[src/fsps_pkg.sv]
package fsps_pkg;

   // ==========================================================
   // Register map (byte addresses on the bus)
   // ==========================================================
   localparam logic [7:0]  ADDR_CTRL     = 8'h00;
   localparam logic [7:0]  ADDR_POINTER  = 8'h04;
   localparam logic [7:0]  ADDR_DATA     = 8'h08;
   localparam logic [7:0]  ADDR_STATUS   = 8'h0C;
   localparam logic [7:0]  ADDR_LOCKS    = 8'h10;
   localparam logic [7:0]  ADDR_STORE    = 8'h14;
   localparam logic [7:0]  ADDR_EEWRITE  = 8'h18;

   // ==========================================================
   // Control register fields
   // ==========================================================
   localparam int          BIT_OPEN      = 0;
   localparam int          BIT_ERASE     = 1;
   localparam int          BIT_WRITE     = 2;
   localparam int          BIT_LOCKSET   = 3;
   localparam int          BIT_REENABLE  = 4;
   localparam int          BIT_BUSY      = 6;
   localparam int          BIT_IRQ_EN    = 7;
   localparam logic [7:0]  CMD_LOAD      = 8'h01;
   localparam logic [7:0]  CMD_ERASE     = 8'h03;
   localparam logic [7:0]  CMD_WRITE     = 8'h05;
   localparam logic [7:0]  CMD_LOCK      = 8'h09;
   localparam logic [7:0]  CMD_REENABLE  = 8'h11;
   localparam logic [4:0]  CMD_MASK      = 5'h1F;

   // ==========================================================
   // Flash geometry
   // ==========================================================
   localparam int          WORD_LSB      = 1;
   localparam int          WORD_MSB      = 5;
   localparam int          PAGE_LSB      = 6;
   localparam int          PAGE_MSB      = 14;
   localparam int          BUF_WORDS     = 32;
   localparam logic [8:0]  NON_REWRITABLE_SECTION_FIRST_PG = 9'h1C0;
   localparam int          LOCK_BITS     = 6;
   localparam logic [5:0]  LOCK_RESET    = 6'h3F;

   // ==========================================================
   // Timing
   // ==========================================================
   localparam int          ARM_CYCLES    = 4;
   localparam logic [2:0]  ARM_COUNT     = 3'h4;
   localparam int          CLK_MHZ       = 200;
   localparam int          PROG_MIN_US   = 3700;
   localparam int          PROG_MAX_US   = 4500;
   localparam int          PROG_CYCLES   = PROG_MIN_US * CLK_MHZ;

   typedef enum logic [1:0]
   {
      FSPS_IDLE  = 2'b00,
      FSPS_PROG  = 2'b01,
      FSPS_DONE  = 2'b10
   } fsps_state_t;

   typedef enum logic [1:0]
   {
      FSPS_OP_ERASE = 2'b00,
      FSPS_OP_WRITE = 2'b01,
      FSPS_OP_LOCK  = 2'b10
   } fsps_op_t;

endpackage : fsps_pkg

[src/fsps_sequencer.sv]
// Our own choices: register access over AHB-Lite and the register offsets.
`timescale 1ns/1ps
// Notes on behaviour
// - Store target address comes from the 16-bit pointer, bits 14-1.
// - Low address bits pick the word in a page, high bits the page.
// - Address is latched at operation start; later pointer writes have no effect.
// - Lock setting ignores the pointer completely.
// - Program reads are bytewise; read address bit 0 picks the byte.
// - Buffer words may be loaded in any order.
// - Erase pattern plus store within four cycles erases pointer's page.
// - Work on rewritable section keeps other readable; else CPU halts.
// - Load pattern plus store writes data pair to buffer word [5:1].
// - Buffer clears after page write, re-enable write, and reset.
// - Each buffer word takes one load between buffer erasures.
// - A data-EEPROM write during loading discards loaded words.
// - Write pattern plus store programs pointer's page from buffer.
// - Enabled interrupt stays asserted while operation-enable bit is clear.
// - Rewritable section reads blocked during any erase or write.
// - Busy flag set whole time rewritable section busy or blocked.
// - Software clears busy flag by writing re-enable before reuse.
// - Lock pattern plus store programs lock bits whose data bit is zero.
// - Whole flash stays readable while lock bits are programmed.
// - Armed command self-clears if no store within four cycles.
// - Erase, write and lock take the programming time, 3.7 to 4.5 ms.
module fsps_sequencer
   import fsps_pkg::*;
#(
   parameter int PROG_TIME = PROG_CYCLES
)
(
   input  wire logic        clock_i,
   input  wire logic        rst_n_i,
   input  wire logic        hsel_i,
   input  wire logic [31:0] haddr_i,
   input  wire logic [1:0]  htrans_i,
   input  wire logic        hwrite_i,
   input  wire logic [2:0]  hsize_i,
   input  wire logic [31:0] hwdata_i,
   input  wire logic        hready_i,
   output logic      [31:0] hrdata_o,
   output logic             hreadyout_o,
   output logic             hresp_o,
   input  wire logic        rd_req_i,
   input  wire logic [15:0] rd_addr_i,
   output logic      [7:0]  rd_data_o,
   output logic             rd_blocked_o,
   output logic             cpu_halt_o,
   output logic             irq_o,
   output logic             flash_start_o,
   output logic      [1:0]  flash_op_o,
   output logic      [8:0]  flash_page_o,
   output logic      [5:0]  lock_bits_o
);

   // ==========================================================
   // Bus address phase capture
   // ==========================================================
   logic        wr_pend;
   logic        rd_pend;
   logic [7:0]  ph_addr;
   logic        ad_valid;

   assign ad_valid    = hsel_i && hready_i && htrans_i[1];
   assign hreadyout_o = 1'b1;
   assign hresp_o     = 1'b0;

   always_ff @(posedge clock_i)
   begin
      if (!rst_n_i)
      begin
         wr_pend <= 1'b0;
         rd_pend <= 1'b0;
         ph_addr <= 8'h00;
      end
      else
      begin
         wr_pend <= ad_valid && hwrite_i;
         rd_pend <= ad_valid && !hwrite_i;
         if (ad_valid)
            ph_addr <= haddr_i[7:0];
      end
   end

   logic wr_ctrl;
   logic wr_ptr;
   logic wr_data;
   logic store_ev;
   logic ee_write;

   assign wr_ctrl  = wr_pend && (ph_addr == ADDR_CTRL);
   assign wr_ptr   = wr_pend && (ph_addr == ADDR_POINTER);
   assign wr_data  = wr_pend && (ph_addr == ADDR_DATA);
   assign store_ev = wr_pend && (ph_addr == ADDR_STORE);
   assign ee_write = wr_pend && (ph_addr == ADDR_EEWRITE);

   // ==========================================================
   // Pointer and data pair
   // ==========================================================
   logic [15:0] pointer;
   logic [15:0] data_pair;

   always_ff @(posedge clock_i)
   begin
      if (!rst_n_i)
         pointer <= 16'h0000;
      else if (wr_ptr)
         pointer <= hwdata_i[15:0];
   end

   always_ff @(posedge clock_i)
   begin
      if (!rst_n_i)
         data_pair <= 16'h0000;
      else if (wr_data)
         data_pair <= hwdata_i[15:0];
   end

   // ==========================================================
   // Command arming
   // ==========================================================
   fsps_state_t state;
   logic [4:0]  cmd;
   logic [2:0]  arm_cnt;
   logic        irq_en;
   logic        busy;
   logic        armed;
   logic        go_load;
   logic        go_erase;
   logic        go_write;
   logic        go_lock;
   logic        go_reen;

   assign armed    = cmd[BIT_OPEN] && (arm_cnt != 3'h0) && (state == FSPS_IDLE);
   assign go_load  = store_ev && armed && ({3'h0, cmd} == CMD_LOAD);
   assign go_erase = store_ev && armed && ({3'h0, cmd} == CMD_ERASE);
   assign go_write = store_ev && armed && ({3'h0, cmd} == CMD_WRITE);
   assign go_lock  = store_ev && armed && ({3'h0, cmd} == CMD_LOCK);
   assign go_reen  = store_ev && armed && ({3'h0, cmd} == CMD_REENABLE);

   always_ff @(posedge clock_i)
   begin
      if (!rst_n_i)
      begin
         cmd     <= 5'h00;
         arm_cnt <= 3'h0;
      end
      else if (wr_ctrl && state == FSPS_IDLE)
      begin
         cmd     <= hwdata_i[4:0] & CMD_MASK;
         arm_cnt <= ARM_COUNT;
      end
      else if (go_load || go_reen || state == FSPS_DONE)
      begin
         cmd     <= 5'h00;
         arm_cnt <= 3'h0;
      end
      // An erase, write or lock store on the last armed cycle must keep the enable bit up
      else if (state == FSPS_IDLE && arm_cnt != 3'h0 && !(go_erase || go_write || go_lock))
      begin
         arm_cnt <= arm_cnt - 3'h1;
         if (arm_cnt == 3'h1)
            cmd <= 5'h00;
      end
   end

   always_ff @(posedge clock_i)
   begin
      if (!rst_n_i)
         irq_en <= 1'b0;
      else if (wr_ctrl)
         irq_en <= hwdata_i[BIT_IRQ_EN];
   end

   // Level interrupt while enable bit clear
   assign irq_o = irq_en && !cmd[BIT_OPEN];

   // ==========================================================
   // Temporary page buffer
   // ==========================================================
   logic [15:0] buf_mem [BUF_WORDS];
   logic [31:0] buf_full;
   logic [4:0]  word_sel;
   logic        buf_clear;
   fsps_op_t    op;

   assign word_sel  = pointer[WORD_MSB:WORD_LSB];
   assign buf_clear = go_reen || ee_write || (state == FSPS_DONE && op == FSPS_OP_WRITE);

   always_ff @(posedge clock_i)
   begin
      if (!rst_n_i)
         buf_full <= 32'h0000_0000;
      else if (buf_clear)
         buf_full <= 32'h0000_0000;
      else if (go_load)
         buf_full[word_sel] <= 1'b1;
   end

   always_ff @(posedge clock_i)
   begin
      if (go_load && !buf_full[word_sel])
         buf_mem[word_sel] <= data_pair;
   end

   // ==========================================================
   // Programming sequence
   // ==========================================================
   logic [8:0]  page_lat;
   logic [22:0] timer;
   logic        non_rewritable_section_tgt;

   always_ff @(posedge clock_i)
   begin
      if (!rst_n_i)
      begin
         state    <= FSPS_IDLE;
         op       <= FSPS_OP_ERASE;
         page_lat <= 9'h000;
         timer    <= 23'h000000;
      end
      else
      begin
         unique case (state)
            FSPS_IDLE:
            begin
               if (go_erase || go_write || go_lock)
               begin
                  state <= FSPS_PROG;
                  timer <= 23'(PROG_TIME - 1);
                  op    <= go_erase ? FSPS_OP_ERASE :
                           go_write ? FSPS_OP_WRITE : FSPS_OP_LOCK;
                  if (!go_lock)
                     page_lat <= pointer[PAGE_MSB:PAGE_LSB];
               end
            end
            FSPS_PROG:
            begin
               if (timer == 23'h000000)
                  state <= FSPS_DONE;
               else
                  timer <= timer - 23'h000001;
            end
            FSPS_DONE:
               state <= FSPS_IDLE;
            default:
               state <= FSPS_IDLE;
         endcase
      end
   end

   assign non_rewritable_section_tgt = (page_lat >= NON_REWRITABLE_SECTION_FIRST_PG);

   // ==========================================================
   // Lock bits and flash control outputs
   // ==========================================================
   always_ff @(posedge clock_i)
   begin
      if (!rst_n_i)
         lock_bits_o <= LOCK_RESET;
      else if (state == FSPS_DONE && op == FSPS_OP_LOCK)
         lock_bits_o <= lock_bits_o & data_pair[LOCK_BITS-1:0];
   end

   always_ff @(posedge clock_i)
   begin
      if (!rst_n_i)
      begin
         flash_start_o <= 1'b0;
         flash_op_o    <= 2'b00;
         flash_page_o  <= 9'h000;
      end
      else
      begin
         flash_start_o <= go_erase || go_write || go_lock;
         // Op and page hold between starts, so pointer reuse cannot disturb a run
         if (go_erase || go_write || go_lock)
            flash_op_o <= go_erase ? 2'(FSPS_OP_ERASE) :
                          go_write ? 2'(FSPS_OP_WRITE) : 2'(FSPS_OP_LOCK);
         if (go_erase || go_write)
            flash_page_o <= pointer[PAGE_MSB:PAGE_LSB];
      end
   end

   // ==========================================================
   // Section busy and read blocking
   // ==========================================================
   always_ff @(posedge clock_i)
   begin
      if (!rst_n_i)
         busy <= 1'b0;
      else if (go_erase || go_write)
         busy <= 1'b1;
      else if (go_reen && state == FSPS_IDLE)
         busy <= 1'b0;
   end

   logic prog_rw;
   assign prog_rw = (state == FSPS_PROG) && (op != FSPS_OP_LOCK);

   assign rd_blocked_o = busy;
   assign cpu_halt_o   = prog_rw && non_rewritable_section_tgt;

   // ==========================================================
   // Program read port
   // ==========================================================
   logic [4:0]  rd_word_sel;
   logic [15:0] rd_word;

   assign rd_word_sel = rd_addr_i[WORD_MSB:WORD_LSB];
   // Unloaded buffer words read as erased flash
   assign rd_word     = buf_full[rd_word_sel] ? buf_mem[rd_word_sel] : 16'hFFFF;

   always_ff @(posedge clock_i)
   begin
      if (!rst_n_i)
         rd_data_o <= 8'h00;
      // Blocked reads hold the last byte rather than expose a busy section
      else if (rd_req_i && !busy)
         rd_data_o <= rd_addr_i[0] ? rd_word[15:8] : rd_word[7:0];
   end

   // ==========================================================
   // Register read
   // ==========================================================
   always_ff @(posedge clock_i)
   begin
      if (!rst_n_i)
         hrdata_o <= 32'h0000_0000;
      else if (ad_valid && !hwrite_i)
      begin
         unique case (haddr_i[7:0])
            ADDR_CTRL:    hrdata_o <= {24'h0, irq_en, busy, 1'b0, cmd};
            ADDR_POINTER: hrdata_o <= {16'h0, pointer};
            ADDR_DATA:    hrdata_o <= {16'h0, data_pair};
            ADDR_STATUS:  hrdata_o <= {28'h0, prog_rw, non_rewritable_section_tgt, 2'(state)};
            ADDR_LOCKS:   hrdata_o <= {26'h0, lock_bits_o};
            default:      hrdata_o <= 32'h0000_0000;
         endcase
      end
   end

endmodule : fsps_sequencer

[config.mk]
export PLATFORM = sky130hd
export DESIGN_NAME = fsps_sequencer
export DESIGN_NICKNAME = d
export VERILOG_FILES = /design/src/fsps_pkg.sv /design/src/fsps_sequencer.sv
export SDC_FILE = /design/constraint.sdc
export NUM_CORES = 1
export LEC_CHECK = 0
export BUFFER_PORTS_ARGS = -buffer_cell sky130_fd_sc_hd__buf_2
export CORE_MARGIN = 2
export CORE_UTILIZATION = 65
export DETAILED_ROUTE_END_ITERATION = 8
export PLACE_DENSITY = 0.83
export SLEW_MARGIN = 20
export SYNTH_ARGS = -nofsm -noshare
export SYNTH_HDL_FRONTEND = slang
export SYNTH_SLANG_ARGS = --single-unit
[constraint.sdc]
create_clock -name clock_i -period 5.7 [get_ports clock_i]
set_clock_uncertainty 0.2 [all_clocks]
set_input_delay 1.14 -clock clock_i [delete_from_list [all_inputs] [get_ports clock_i]]
set_output_delay 1.14 -clock clock_i [all_outputs]
set_load 0.02 [all_outputs]
After elaboration in Yosys (flattened, before gate mapping)
Memory sizes are Yosys's and may differ from the RTL's.
Index checks and enable logic that the tools add are counted.
Cells by class
  add/subtract/negate cells: 2
  $lt $le $gt $ge: 4
  equal/unequal tests: 22
  muxes and demuxes: 28
  bitwise operators: 4
  reductions and logical operators: 56
Operators by type and width (count)
  one-hot mux 16 bit (5 select lines): 1
  two-way mux 23 bit: 2
  one-hot mux 23 bit (2 select lines): 1
  bitwise OR 32 bit: 1
  logical AND 1 bit: 29
  equality test 8 x 4 -> 1 bit, second input constant: 3
  equality test 8 x 5 -> 1 bit, second input constant: 3
  zero test 23 bit: 1
  subtractor 23 x 1 -> 23 bit, second input constant: 1
  two-way mux 5 bit: 4
  equality test 8 x 3 -> 1 bit, second input constant: 2
  zero test 8 bit: 2
  two-way mux 16 bit: 1
  less-than comparator 5 x 6 -> 1 bit, second input constant: 2
  binary-select mux 1 bit (select 5 bit): 2
  greater-or-equal comparator 9 bit, second input constant: 1
  two-way mux 3 bit: 3
  nonzero test 3 bit: 3
  two-way mux 2 bit: 4
  two-way mux 8 bit: 1
  != test 2 bit, second input constant: 4
  two-way mux 1 bit: 7
  AND 6 bit: 1
  logical OR 1 bit: 6
  other kinds (20): 31
Word-level totals
  register bits after elaboration: 177
  RAM bits: 512
  bits of input ports: 91
  output and inout port bits: 63
  word-level logic and storage cells: 137
  memories kept: 1
Memory list
  buf_mem: words 32, width 16, rd ports 1, clocked after Yosys merged registers in 0, write ports 1, line fsps_sequencer.sv:180  | logic [15:0] buf_mem [BUF_WORDS];

Depth between registers and ports, before layout
Gate-level depths: netlist of the first run.
  depth in word-level cells: 12
  gate-level depth with buffers: 10
  depth with buffers taken out: 7

Worst setup path after synthesis of the first run
Ideal clock, no wire load.
  kind: input to register
  from: input rd_addr_i[3]
  to: register rd_data_o[5]
  setup time: 125 ps
  arrival: 2895 ps
  required time: 5375 ps
  path slack: 2480 ps
  stages: 8
  buffers on the path: 3
  path through: clkbuf_1 clkbuf_1 clkbuf_1 mux4_2 a22oi_1 o31ai_1 o21ai_0 nand3_1
Between the ends
  word-level cells in the longest chain between the ends: 4
  elaborated cells between the ends (all ways): 5
  classes of those cells: 4 x mux; 1 x memory
RTL lines
  from (decl): line fsps_sequencer.sv:44  | input wire logic [15:0] rd_addr_i,
  binary-select mux 1 bit (select 5 bit): line fsps_sequencer.sv:311  | assign rd_word = buf_full[rd_word_sel] ? buf_mem[rd_word_sel] : 16'hFFFF;
  two-way mux 1 bit (not written as such): line fsps_sequencer.sv:311
  two-way mux 16 bit *: line fsps_sequencer.sv:311
  two-way mux 8 bit *: line fsps_sequencer.sv:319  | rd_data_o <= rd_addr_i[0] ? rd_word[15:8] : rd_word[7:0];
  to (signal assigned): line fsps_sequencer.sv:319
  to (decl): line fsps_sequencer.sv:45  | output logic [7:0] rd_data_o,
Every way passes the cells marked *; elsewhere a longest branch is shown, timed or not. The select of a mux whose other input is x is not followed.
A chain may end at the register's enable or synchronous reset.

Final worst setup path of the first run
  from: register pointer[1]
  to: memory buf_mem[10][15] (enable)
Between the ends
  word-level cells in the longest chain between the ends: 6
RTL lines
  from (decl): line fsps_sequencer.sv:99  | logic [15:0] pointer;
  from (signal assigned): line fsps_sequencer.sv:107  | pointer <= hwdata_i[15:0];
  binary-select mux 1 bit (select 5 bit): line fsps_sequencer.sv:201  | if (go_load && !buf_full[word_sel])
  two-way mux 1 bit (not written as such): line fsps_sequencer.sv:201
  zero test 1 bit: line fsps_sequencer.sv:201
  logical AND 1 bit: line fsps_sequencer.sv:201
  two-way mux 1 bit: line fsps_sequencer.sv:201
  two-way mux 1 bit (not written as such): line fsps_sequencer.sv:202  | buf_mem[word_sel] <= data_pair;
  to (decl): line fsps_sequencer.sv:180
Several ways; a longest one is shown, not always the timed one. The select of a mux whose other input is x is not followed.

==> results of run 1 <==
[worst max-delay path by stage]
stage               slack, ns              end  cells past startpoint         start
finish                   1.59  buf_mem[10][15]                      7    pointer[1]
global route             1.40  buf_mem[10][15]                      7    pointer[1]
CTS                      1.63  buf_mem[10][15]                      7    pointer[1]
detailed placement       1.68  buf_mem[10][11]                      7    pointer[1]
global placement         1.79     rd_data_o[7]                      6  rd_addr_i[1]
floorplan                2.48     rd_data_o[5]                      8  rd_addr_i[3]
[flip-flops by register name (all words and copies together) (netlist names), 3 cells and up]
signal and count:
arm_cnt 3, buf_full 32, buf_mem 512, cmd 5, data_pair 16, flash_page_o 9, hrdata_o 16, lock_bits_o 6
page_lat 3, ph_addr 8, pointer 16, rd_data_o 8, timer 23
[layout make-up]
type / instances / share of cell area [%]
flip-flops and latches: 667 / 61.1
multi-input cells: 991 / 27.0
clock buffers: 79 / 5.56
repair buffers: 148 / 3.14
well taps: 539 / 2.23
clock inverters: 33 / 0.745
inverters: 13 / 0.161
[worst max-delay path: cells and delay by family, from the launching register on]
kind / cells / cell delay (ns)
buf+inv: 2 / 0.81
simple gates: 3 / 1.30
mux: 1 / 0.57
flops: 1 / 0.70
compound gates: 1 / 0.21
[cells in the final DEF, fill, tap and decap left out, drive strengths merged, types with 15 or more instances in the layout]
cell / count
clkinv: 27
a32oi: 16
a21oi: 48
a31oi: 15
nor4: 21
a22oi: 38
nor2: 136
o22ai: 64
mux2: 132
nand3: 22
conb: 18
nand2: 87
o31ai: 38
mux2i: 31
dfxtp: 155
o21ai: 36
clkbuf: 80
buf: 147
edfxtp: 512
mux4: 81
o2111ai: 17
[metrics by stage]
step | total power (W) | hold slack (ns) | worst slack (ns) | cell area (sq um)
after floorplan | 0.00563 | 0.244 | 2.48 | 27300
after global placement | 0.00573 | 0.240 | 1.79 | 28300
after detailed placement | 0.00575 | 0.246 | 1.68 | 28300
after CTS | 0.00960 | 0.255 | 1.63 | 30200
after global routing | 0.00981 | 0.280 | 1.40 | 30200
final | 0.00960 | 0.256 | 1.59 | 30200
[where the power goes]
part	total, W	internal [W]	switching, W	leakage [nW]
Combinational	0.000457	0.000172	0.000285	3.25
Clock	0.00394	0.00220	0.00174	0.933
Sequential	0.00520	0.00518	0.0000205	5.99
Total	0.00960	0.00755	0.00204	10.2
[per-layer routing]
layer	up-vias	GRT usage, %	part of all wire (%)
met5	-	0	0
met4	0	13.3	4.1
met3	207	5.76	11
met2	1316	50.1	48
met1	8642	43.5	37
li1	7230	-	-
[kinds of logic after synthesis]
group | after synthesis | share of synthesized area (%)
flops | 667 | 67.8
simple gates | 380 | 7.13
compound gates | 336 | 8.59
mux | 244 | 13.3
buf+inv | 158 | 2.72
xor+xnor | 8 | 0.257
fa+ha+maj | 5 | 0.229
other cells | 2 | 0.0275
==> summary.txt, run 1 <==
Die
  • IO Count: ~150
  • Die Ht: 209 um
  • DIE WIDTH: about 210 um
  • Row count: 75
  • Core Area: ~0.042 sq mm
  • Die area: 0.0436 sq mm
  • Starting Density: around 65%

Critical path
  • FF-to-FF path depth: 7
  • Most used cell, CP: buf_4
  • Startpoint Class: flip-flop
  • CP Class: reg -> reg
  • R2r startpoint: pointer[1]
  • Setup crit end kind: flip-flop
  • Slowest CP cell: dfxtp_1
  • WP data required: 5.80 ns
  • Worst-path maximum fanout: 34
  • R2R Setup Slk: 1.59 ns
  • RR Endpoint: buf_mem[10][15]
  • WP data arrival: roughly 4.2 ns
  • Max incr delay on CP: 0.70 ns
  • Critical-path cell list: buf_4, mux4_2, a22oi_1, and4_1, nand4b_1, nor2_1, buf_4

Synthesis
  • Count leader, synth: edfxtp_1
  • Asr flop ratio synth: 0%
  • Yosys cell types: 77
  • Most used flip-flop cell after synthesis: edfxtp_1
  • Sequential share of the synthesized area: 67.8%
  • Largest cells by area after synthesis: edfxtp_1, dfxtp_1, mux4_2
  • Yosys reg bits: 667
  • Syn. warnings: 0
  • Netlist Area Pre-Place: around 0.027 sq mm
  • Syn Area/Cell: roughly 15 sq um
  • Mapped Cells: 1800
  • Post-synth top area share: 56.4%
  • Area leader, netlist: edfxtp_1
  • Post-synth EDFFs: 512
  • Post-synth top cells: edfxtp_1, dfxtp_1, nor2_1

Timing
  • Max-slew violations: 0
  • Final setup fails: 0
  • Final min period: 4.11 ns
  • Total negative slack: 0 ns
  • Fin. Hold Viols: 0
  • Tcrit/Tclk final: 72.2%
  • Worst slew pin tran: approximately 1.2 ns
  • RSZ-0062 raised after global routing: false
  • Rel. slew slack: ~22%
  • Top achievable clock speed: between 200 and 250 MHz

Route
  • Detailed-route DRC error count: 0
  • Vias/cell: 7.04
  • Final WL: approximately 69000 um
  • Pre-antenna DRT Iters: 6
  • DR WL/cell: 27.8 um
  • Vias post-DR: 17400
  • Antenna Nets Post-Route: 0
  • Drt initial violations: roughly 2400

CTS
  • TritonCTS sink count: 667
  • Clock transition at path regs: 0.06 ns
  • Clock Root Buffer: clkbuf_16
  • TritonCTS clock tree: built
  • CTS Buf Count: slightly above 60
  • Worst skew pair latency: 0.62 ns
  • Post-cts resize count: 0
  • CTS max path bufs: 3
  • Post-CTS Setup Inserts: 0
  • H-tree levels: 2
  • # hold bufs at CTS: 0

Place
  • Gpl congestion: 0.887
  • Port Buffers: ~80
  • Final HPWL DP: 39600 um
  • DP Cell Count: 2357

Min path
  • Hold Path Class: reg -> reg
  • Min-delay src: hrdata_o[5]
  • Hold path endpoint: hrdata_o[5]
  • Hold Path Depth: 2

GRT
  • First-pass GRT wire length: between 100000 and 150000 um
  • Vias in the first global route: roughly 17000
  • Largest net degree at the start of global routing: 90
  • All-Layer GR Usage: a little under a third
  • Grt ovf: 0
  • Initial antenna violation count: 1

Power and ir drop
  • Leak: between 10 and 15 nW
  • Power Density: 318 mW/mm^2
  • IR drop worst, VDD: about 0.24 mV

Layout
  • Area growth syn-to-layout: 10.9%
  • Register area: between 0.015 and 0.02 sq mm
  • Share of cells above drive strength 1: about 25%
  • Non-filler instance count after layout: 2470
  • Util after Layout: 72.5%
  • FILL cells: 2401
  • Antenna cells: 0
  • Nets: 1978
  • Area of the multi-input gates: 0.00817 sq mm

Flow run
  • Max Cap Violations: 0

Run status
  • Status: finished, final reports clean
Note: power is estimated with default switching activity, not from simulation.
==> run 2: changes to the inputs <==
- CORE_UTILIZATION: 65 -> 55
- PLACE_DENSITY: 0.83 -> 0.75
- clock period: 5.7 -> 3.31 ns (I/O delays scaled with it)
==> run 2 against run 1 <==
Clock power is 91% higher; register-to-register slack worse by 1.4 ns; non-clock buffer count up 36; via count fell by 2.7%; first-iteration DRC count is 16% lower; setup slack lost 1.4 ns.
==> summary.txt, run 2 (synthesis gave the netlist of run 1 again) <==
Run status
  • Status: finished, final reports clean

Route
  • Vias/cell: 6.40 (-9.1%)
  • Routed wl met2: 33000 um (+0.86%)
  • Wire length on met3: 6230 um (-21%)
  • Pre-antenna DRT Iters: 5 (-1)
  • Antenna Nets Post-Route: 0 (unchanged)
  • Vias post-DR: 16900 (-2.7%)
  • Detailed-route DRC error count: 0 (unchanged)
  • Final WL: 67300 um (-1.9%)
  • Drt initial violations: 2041 (-16%)
  • Max Used Layer: met5
  • WL met1: 25900 um (+2.8%)
  • DR WL/cell: 25.5 um (-8.4%)

CTS
  • TritonCTS clock tree: built
  • Clock transition at path regs: 0.06 ns (about the same)
  • H-tree levels: 3 (+1)
  • CTS max path bufs: 3 (unchanged)
  • # hold bufs at CTS: 0 (unchanged)
  • TritonCTS sink count: 667 (unchanged)
  • CTS Buf Count: 68 (+11%)
  • Post-CTS Setup Inserts: 0 (unchanged)
  • Post-cts resize count: 0 (unchanged)
  • Worst skew pair latency: 0.61 ns (about the same)
  • Clock Root Buffer: clkbuf_16

GRT
  • Initial antenna violation count: 3 (+2)
  • Grt ovf: 0 (unchanged)
  • Vias in the first global route: 16600 (-3.0%)
  • First-pass GRT wire length: 100000 um (-3.0%)
  • All-Layer GR Usage: 26.5% (-5.0 points)
  • Largest net degree at the start of global routing: 79 (-12%)

Die
  • Starting Density: 55.7% (-9.7 points)
  • DIE WIDTH: 227 um (+8.5%)
  • Die area: 0.0514 sq mm (+18%)
  • Die Ht: 227 um (+8.5%)
  • IO Count: 154 (unchanged)
  • Core Area: 0.0490 sq mm (+17%)
  • Row count: 81 (+8.0%)

Timing
  • Fin. Hold Viols: 0 (unchanged)
  • Final min period: 3.16 ns (-0.952 ns)
  • Tcrit/Tclk final: 95.5% (+23 points)
  • Total negative slack: 0 ns (unchanged)
  • Final setup fails: 0 (unchanged)
  • Rel. slew slack: 51.7% (+29 points)
  • Max-slew violations: 0 (unchanged)
  • Worst slew pin tran: 0.718 ns (-0.434 ns)
  • RSZ-0062 raised after global routing: false
  • Top achievable clock speed: 316 MHz (+30%)

Layout
  • Biggest register: buf_mem
  • Register area: 0.0185 sq mm (unchanged)
  • Util after Layout: 63.7% (-8.8 points)
  • Top Registers: buf_mem (512), buf_full (32), timer (23)
  • Area of the multi-input gates: 0.00813 sq mm (-0.43%)
  • Share of cells above drive strength 1: 26.7% (+2.0 points)
  • Nets: 2021 (+2.2%)
  • Max reg flops: 512 (unchanged)
  • Area growth syn-to-layout: 14.4%
  • Non-filler instance count after layout: 2644 (+7.0%)
  • Design Area, Final: 0.0312 sq mm (+3.2%)
  • Most frequent cells in the layout: edfxtp_1, dfxtp_1, nor2_1, mux2_2, nand2_1
  • Commonest non-fill, non-tap cell in the layout: edfxtp_1
  • FILL cells: 3334 (+39%)

Critical path
  • Slowest CP cell: nor4_4
  • R2r startpoint: state[1]
  • Max incr delay on CP: 0.60 ns (-0.10 ns)
  • CP Class: reg -> reg
  • Crit-path leading delay family: simple AND/OR/NAND/NOR gates
  • Critical Path End: buf_mem[30][9]
  • WP data arrival: 3.24 ns (-0.97 ns)
  • Setup crit end kind: flip-flop
  • CP Buf/Inv Count: 1 (-1)
  • RR Endpoint: buf_mem[30][9]
  • Crit. path cell count: 6 (-1)
  • FF-to-FF path depth: 6 (-1)
  • CP Launch Point: state[1]
  • Startpoint Class: flip-flop
  • Worst-path maximum fanout: 16 (-53%)
  • Critical-path cell list: or2_2, a21o_1, nor4_4, nand4b_1, nor2_1, buf_4
  • WP data required: 3.39 ns (-2.41 ns)
  • R2R Setup Slk: 0.15 ns (-1.44 ns)

Power and ir drop
  • Final Power: 0.0173 W (+80%)
  • IR drop worst, VDD: 0.392 mV (+61%)
  • Leak: 10.6 nW (+3.7%)
  • Power Density: 554 mW/mm^2 (+74%)

Place
  • Gpl congestion: 0.892 (+0.65%)
  • Placed Area: 0.0290 sq mm (+2.5%)
  • Port Buffers: 81 (unchanged)
  • DP Cell Count: 2519 (+6.9%)
  • Final HPWL DP: 40300 um (+1.7%)

Min path
  • Hold Path Class: in -> reg

Flow run
  • Max Cap Violations: 0 (unchanged)
## run 2: cell count changes in the layout (fill, tap and decap cells not counted), moves of 6 or more
cell and delta:
clkbuf_8 +6, buf_12 +23, buf_4 +14, clkbuf_16 +7, clkinv_1 -6
## run 2: final cells by class
class,count,area share (%)
diodes,1,0.00802
clock buffers,90,6.18
clock inverters,34,0.874
inverters,13,0.156
multi-input cells,991,26.1
flip-flops and latches,667,59.2
well taps,664,2.66
repair buffers,184,4.82
## run 2: through the flow
stage / setup WS, ns / hold slack (ns)
after floorplan: 0.0992 / 0.244
after global placement: 0.190 / 0.243
after detailed placement: 0.178 / 0.243
after CTS: 0.169 / 0.0900
after global routing: 0.00456 / 0.117
final: 0.149 / 0.112
## run 2: power breakdown
group	total [W]	switching [W]	internal, W
combinational	0.000820	0.000495	0.000326
sequential	0.00896	0.0000341	0.00892
clock	0.00751	0.00315	0.00435
total	0.0173	0.00368	0.0136
## run 2: worst min path at each step
stage | start | depth (start not counted) | end | slack (ns)
2_1_floorplan | ph_addr[5] | 2 | ph_addr[5] | 0.24
3_3_place_gp | flash_op_o[0] | 2 | flash_op_o[0] | 0.24
3_5_place_dp | flash_op_o[0] | 2 | flash_op_o[0] | 0.24
4_1_cts | hwdata_i[9] | 3 | data_pair[9] | 0.09
5_1_grt | hwdata_i[9] | 3 | data_pair[9] | 0.12
6_report | hwdata_i[9] | 3 | data_pair[9] | 0.11
## run 2: routing by layer
layer	vias up	global-route usage, %
met5	-	0
met1	8594	35.9
met2	864	43.0
met3	144	4.99
met4	2	9.95
li1	7328	-
## run 2: worst register-to-register path, stage by stage (launching register included)
cell,delay (ns)
dfxtp_1,0.37
or2_2,0.37
a21o_1,0.29
nor4_4,0.60
nand4b_1,0.45
nor2_1,0.24
buf_4,0.30
==> run 3: changes to the inputs <==
- ABC_CLOCK_PERIOD_IN_PS: not set -> 3310
- BUFFER_PORTS_ARGS: -buffer_cell sky130_fd_sc_hd__buf_2 -> -buffer_cell sky130_fd_sc_hd__buf_4
==> run 3 against run 2 <==
Global-route usage decreased by 0.19 points; fmax decreased by 0.51%; highest routed layer unchanged; worst hold slack improved by 0.0042 ns; non-clock buffer count unchanged; utilization about the same; register-to-register slack got worse by 0.02 ns; cell area about the same; setup slack got worse by 0.016 ns; sequential cell count unchanged; sequential share of layout area about the same; routed wire length decreased by 0.85%.
==> summary.txt, run 3 (synthesis gave the netlist of run 1 again) <==
Place
  • Port Buffers: 81 (unchanged)
  • Worst slack, placed: 0.180 ns (+0.00174 ns)
  • DP Cell Count: 2519 (unchanged)
  • Gpl congestion: 0.888 (-0.50%)
  • Final HPWL DP: 40400 um (+0.25%)

CTS
  • CTS Buf Count: 67 (-1.5%)
  • CTS max path bufs: 3 (unchanged)
  • Worst skew pair latency: 0.60 ns (about the same)
  • Post-CTS Setup Inserts: 0 (unchanged)
  • # hold bufs at CTS: 0 (unchanged)
  • H-tree levels: 3 (unchanged)
  • Clock transition at path regs: 0.06 ns (about the same)
  • Clock Root Buffer: clkbuf_16
  • TritonCTS sink count: 667 (unchanged)
  • TritonCTS clock tree: built
  • Post-cts resize count: 0 (unchanged)

Route
  • Vias post-DR: 16700 (-1.3%)
  • Antenna Nets Post-Route: 0 (unchanged)
  • Detailed-route DRC error count: 0 (unchanged)
  • Drt initial violations: 1818 (-11%)
  • Final WL: 66800 um (-0.85%)
  • Pre-antenna DRT Iters: 6 (+1)
  • Vias/cell: 6.33 (-1.2%)
  • DR WL/cell: 25.3 um (-0.77%)

GRT
  • Vias in the first global route: 16500 (-0.51%)
  • Grt ovf: 0 (unchanged)
  • First-pass GRT wire length: 99700 um (-0.28%)
  • All-Layer GR Usage: 26.4% (-0.19 points)
  • Largest net degree at the start of global routing: 72 (-8.9%)
  • Initial antenna violation count: 3 (unchanged)

Layout
  • Top Registers: buf_mem (512), buf_full (32), timer (23)
  • Share of cells above drive strength 1: 26.4% (-0.36 points)
  • Area of the multi-input gates: 0.00813 sq mm (unchanged)
  • Biggest register: buf_mem
  • Area growth syn-to-layout: 14.4% (about the same)
  • Non-filler instance count after layout: 2642 (-0.076%)
  • Max reg flops: 512 (unchanged)
  • Most frequent cells in the layout: edfxtp_1, buf_4, dfxtp_1, nor2_1, mux2_2
  • Register area: 0.0185 sq mm (unchanged)
  • Nets: 2020 (-0.049%)
  • Commonest non-fill, non-tap cell in the layout: edfxtp_1
  • FILL cells: 3386 (+1.6%)

Die
  • Die Ht: 227 um (unchanged)
  • DIE WIDTH: 227 um (unchanged)
  • IO Count: 154 (unchanged)
  • Starting Density: 55.7% (unchanged)
  • Core Area: 0.0490 sq mm (unchanged)
  • Row count: 81 (unchanged)
  • Die area: 0.0514 sq mm (unchanged)

Min path
  • Hold Path Depth: 3 (unchanged)
  • Min-delay src: hwdata_i[8]
  • Hold path endpoint: pointer[8]
  • Hold Path Class: in -> reg

Power and ir drop
  • Power Density: 547 mW/mm^2 (-1.4%)
  • Sequential cell fraction of total power: 52.5% (+0.7 points)
  • Comb pwr share: 4.9% (+0.2 points)
  • Internal: 0.0134 W (-1.4%)
  • Leak: 10.5 nW (-0.21%)
  • IR drop worst, VDD: 0.407 mV (+3.8%)
  • Clk pwr share: 42.6% (-0.8 points)
  • Final Power: 0.0171 W (-1.3%)
  • Net Switching: 0.00364 W (-1.1%)
  • Switching Share: 21.4% (+0.048 points)

Flow run
  • Max Cap Violations: 0 (unchanged)

Timing
  • Final setup fails: 0 (unchanged)
  • Rel. slew slack: 25.4% (-26 points)
  • Total negative slack: 0 ns (unchanged)
  • Tcrit/Tclk final: 96.0% (+0.49 points)
  • Final min period: 3.18 ns (+0.0162 ns)
  • Setup ws final: 0.133 ns (-0.0162 ns)
  • Worst slew pin tran: 1.12 ns (+0.401 ns)
  • Fin. Hold Viols: 0 (unchanged)
  • Top achievable clock speed: 315 MHz (-0.51%)
  • Max-slew violations: 0 (unchanged)
  • RSZ-0062 raised after global routing: false

Run status
  • Status: finished, final reports clean

Critical path
  • Worst-path maximum fanout: 44 (+28)
  • CP Class: reg -> reg
  • FF-to-FF path depth: 7 (+1)
  • Setup crit end kind: flip-flop
  • R2r startpoint: pointer[1]
  • RR Endpoint: buf_mem[3][10]
  • WP data arrival: 3.26 ns (+0.02 ns)
  • R2R Setup Slk: 0.13 ns (-0.02 ns)
  • WP data required: 3.39 ns (about the same)
  • Startpoint Class: flip-flop
==> run 3: changes by cell type in the layout (fill, tap and decap cells not counted), moves of 2 or more <==
cell,before,now
clkbuf_1,11,18
buf_12,25,18
clkbuf_8,9,5
buf_2,79,0
clkinv_1,13,11
clkinvlp_4,2,0
buf_4,79,165
==> run 3: cell type report <==
type | instances | area share [%]
Multi-Input combinational cell | 991 | 26.1
Tap cell | 664 | 2.66
Antenna cell | 2 | 0.0160
Clock inverter | 29 | 0.706
Sequential cell | 667 | 59.2
Inverter | 13 | 0.156
Timing Repair Buffer | 184 | 5.17
Clock buffer | 92 | 6.01
==> run 3: power groups by stage <==
stage	combinational [W]	clock (W)	sequential, W
after floorplan	0.000550	0	0.00914
after global placement	0.000798	0	0.00913
after global routing	0.000892	0.00762	0.00896
after detailed placement	0.000820	0	0.00914
final	0.000835	0.00726	0.00896
after CTS	0.000828	0.00734	0.00896
==> run 3: worst max-delay path by stage <==
stage	from	to	slack, ns	depth (start not counted)
final	pointer[1]	buf_mem[3][10]	0.13	7
after global routing	pointer[1]	buf_mem[3][11]	0.005	7
after floorplan	state[1]	buf_mem[10][0]	0.1	7
after CTS	pointer[1]	buf_mem[3][10]	0.15	7
after detailed placement	pointer[1]	buf_mem[11][10]	0.18	7
after global placement	pointer[1]	buf_mem[14][14]	0.22	7
==> run 3: stage by stage <==
step / area, sq um / hold WS, ns / utilization, %
3_5_place_dp: 29100 / 0.259 / 59.5
5_1_grt: 31200 / 0.110 / 63.7
2_1_floorplan: 27300 / 0.244 / -
6_report: 31200 / 0.116 / 63.7
3_3_place_gp: 29100 / 0.248 / 59.5
4_1_cts: 31200 / 0.0923 / 63.7
==> run 3: worst max-delay path, cell delays in order, from the launching register on <==
cell and delay [ns]:
dfxtp_1 0.41, buf_12 0.24, mux4_2 0.54, a22oi_1 0.25, and4_1 0.29, nand4_1 0.34, nor2_1 0.26, buf_4 0.30
==> run 3: layer usage <==
metal / vias up / wire (um) / track usage [%]
li1: 7333 / - / -
met1: 8403 / 26000 / 35.8
met2: 862 / 33200 / 43.2
met3: 111 / 5680 / 4.55
met4: 2 / 1800 / 9.36
met5: - / 18 / 0
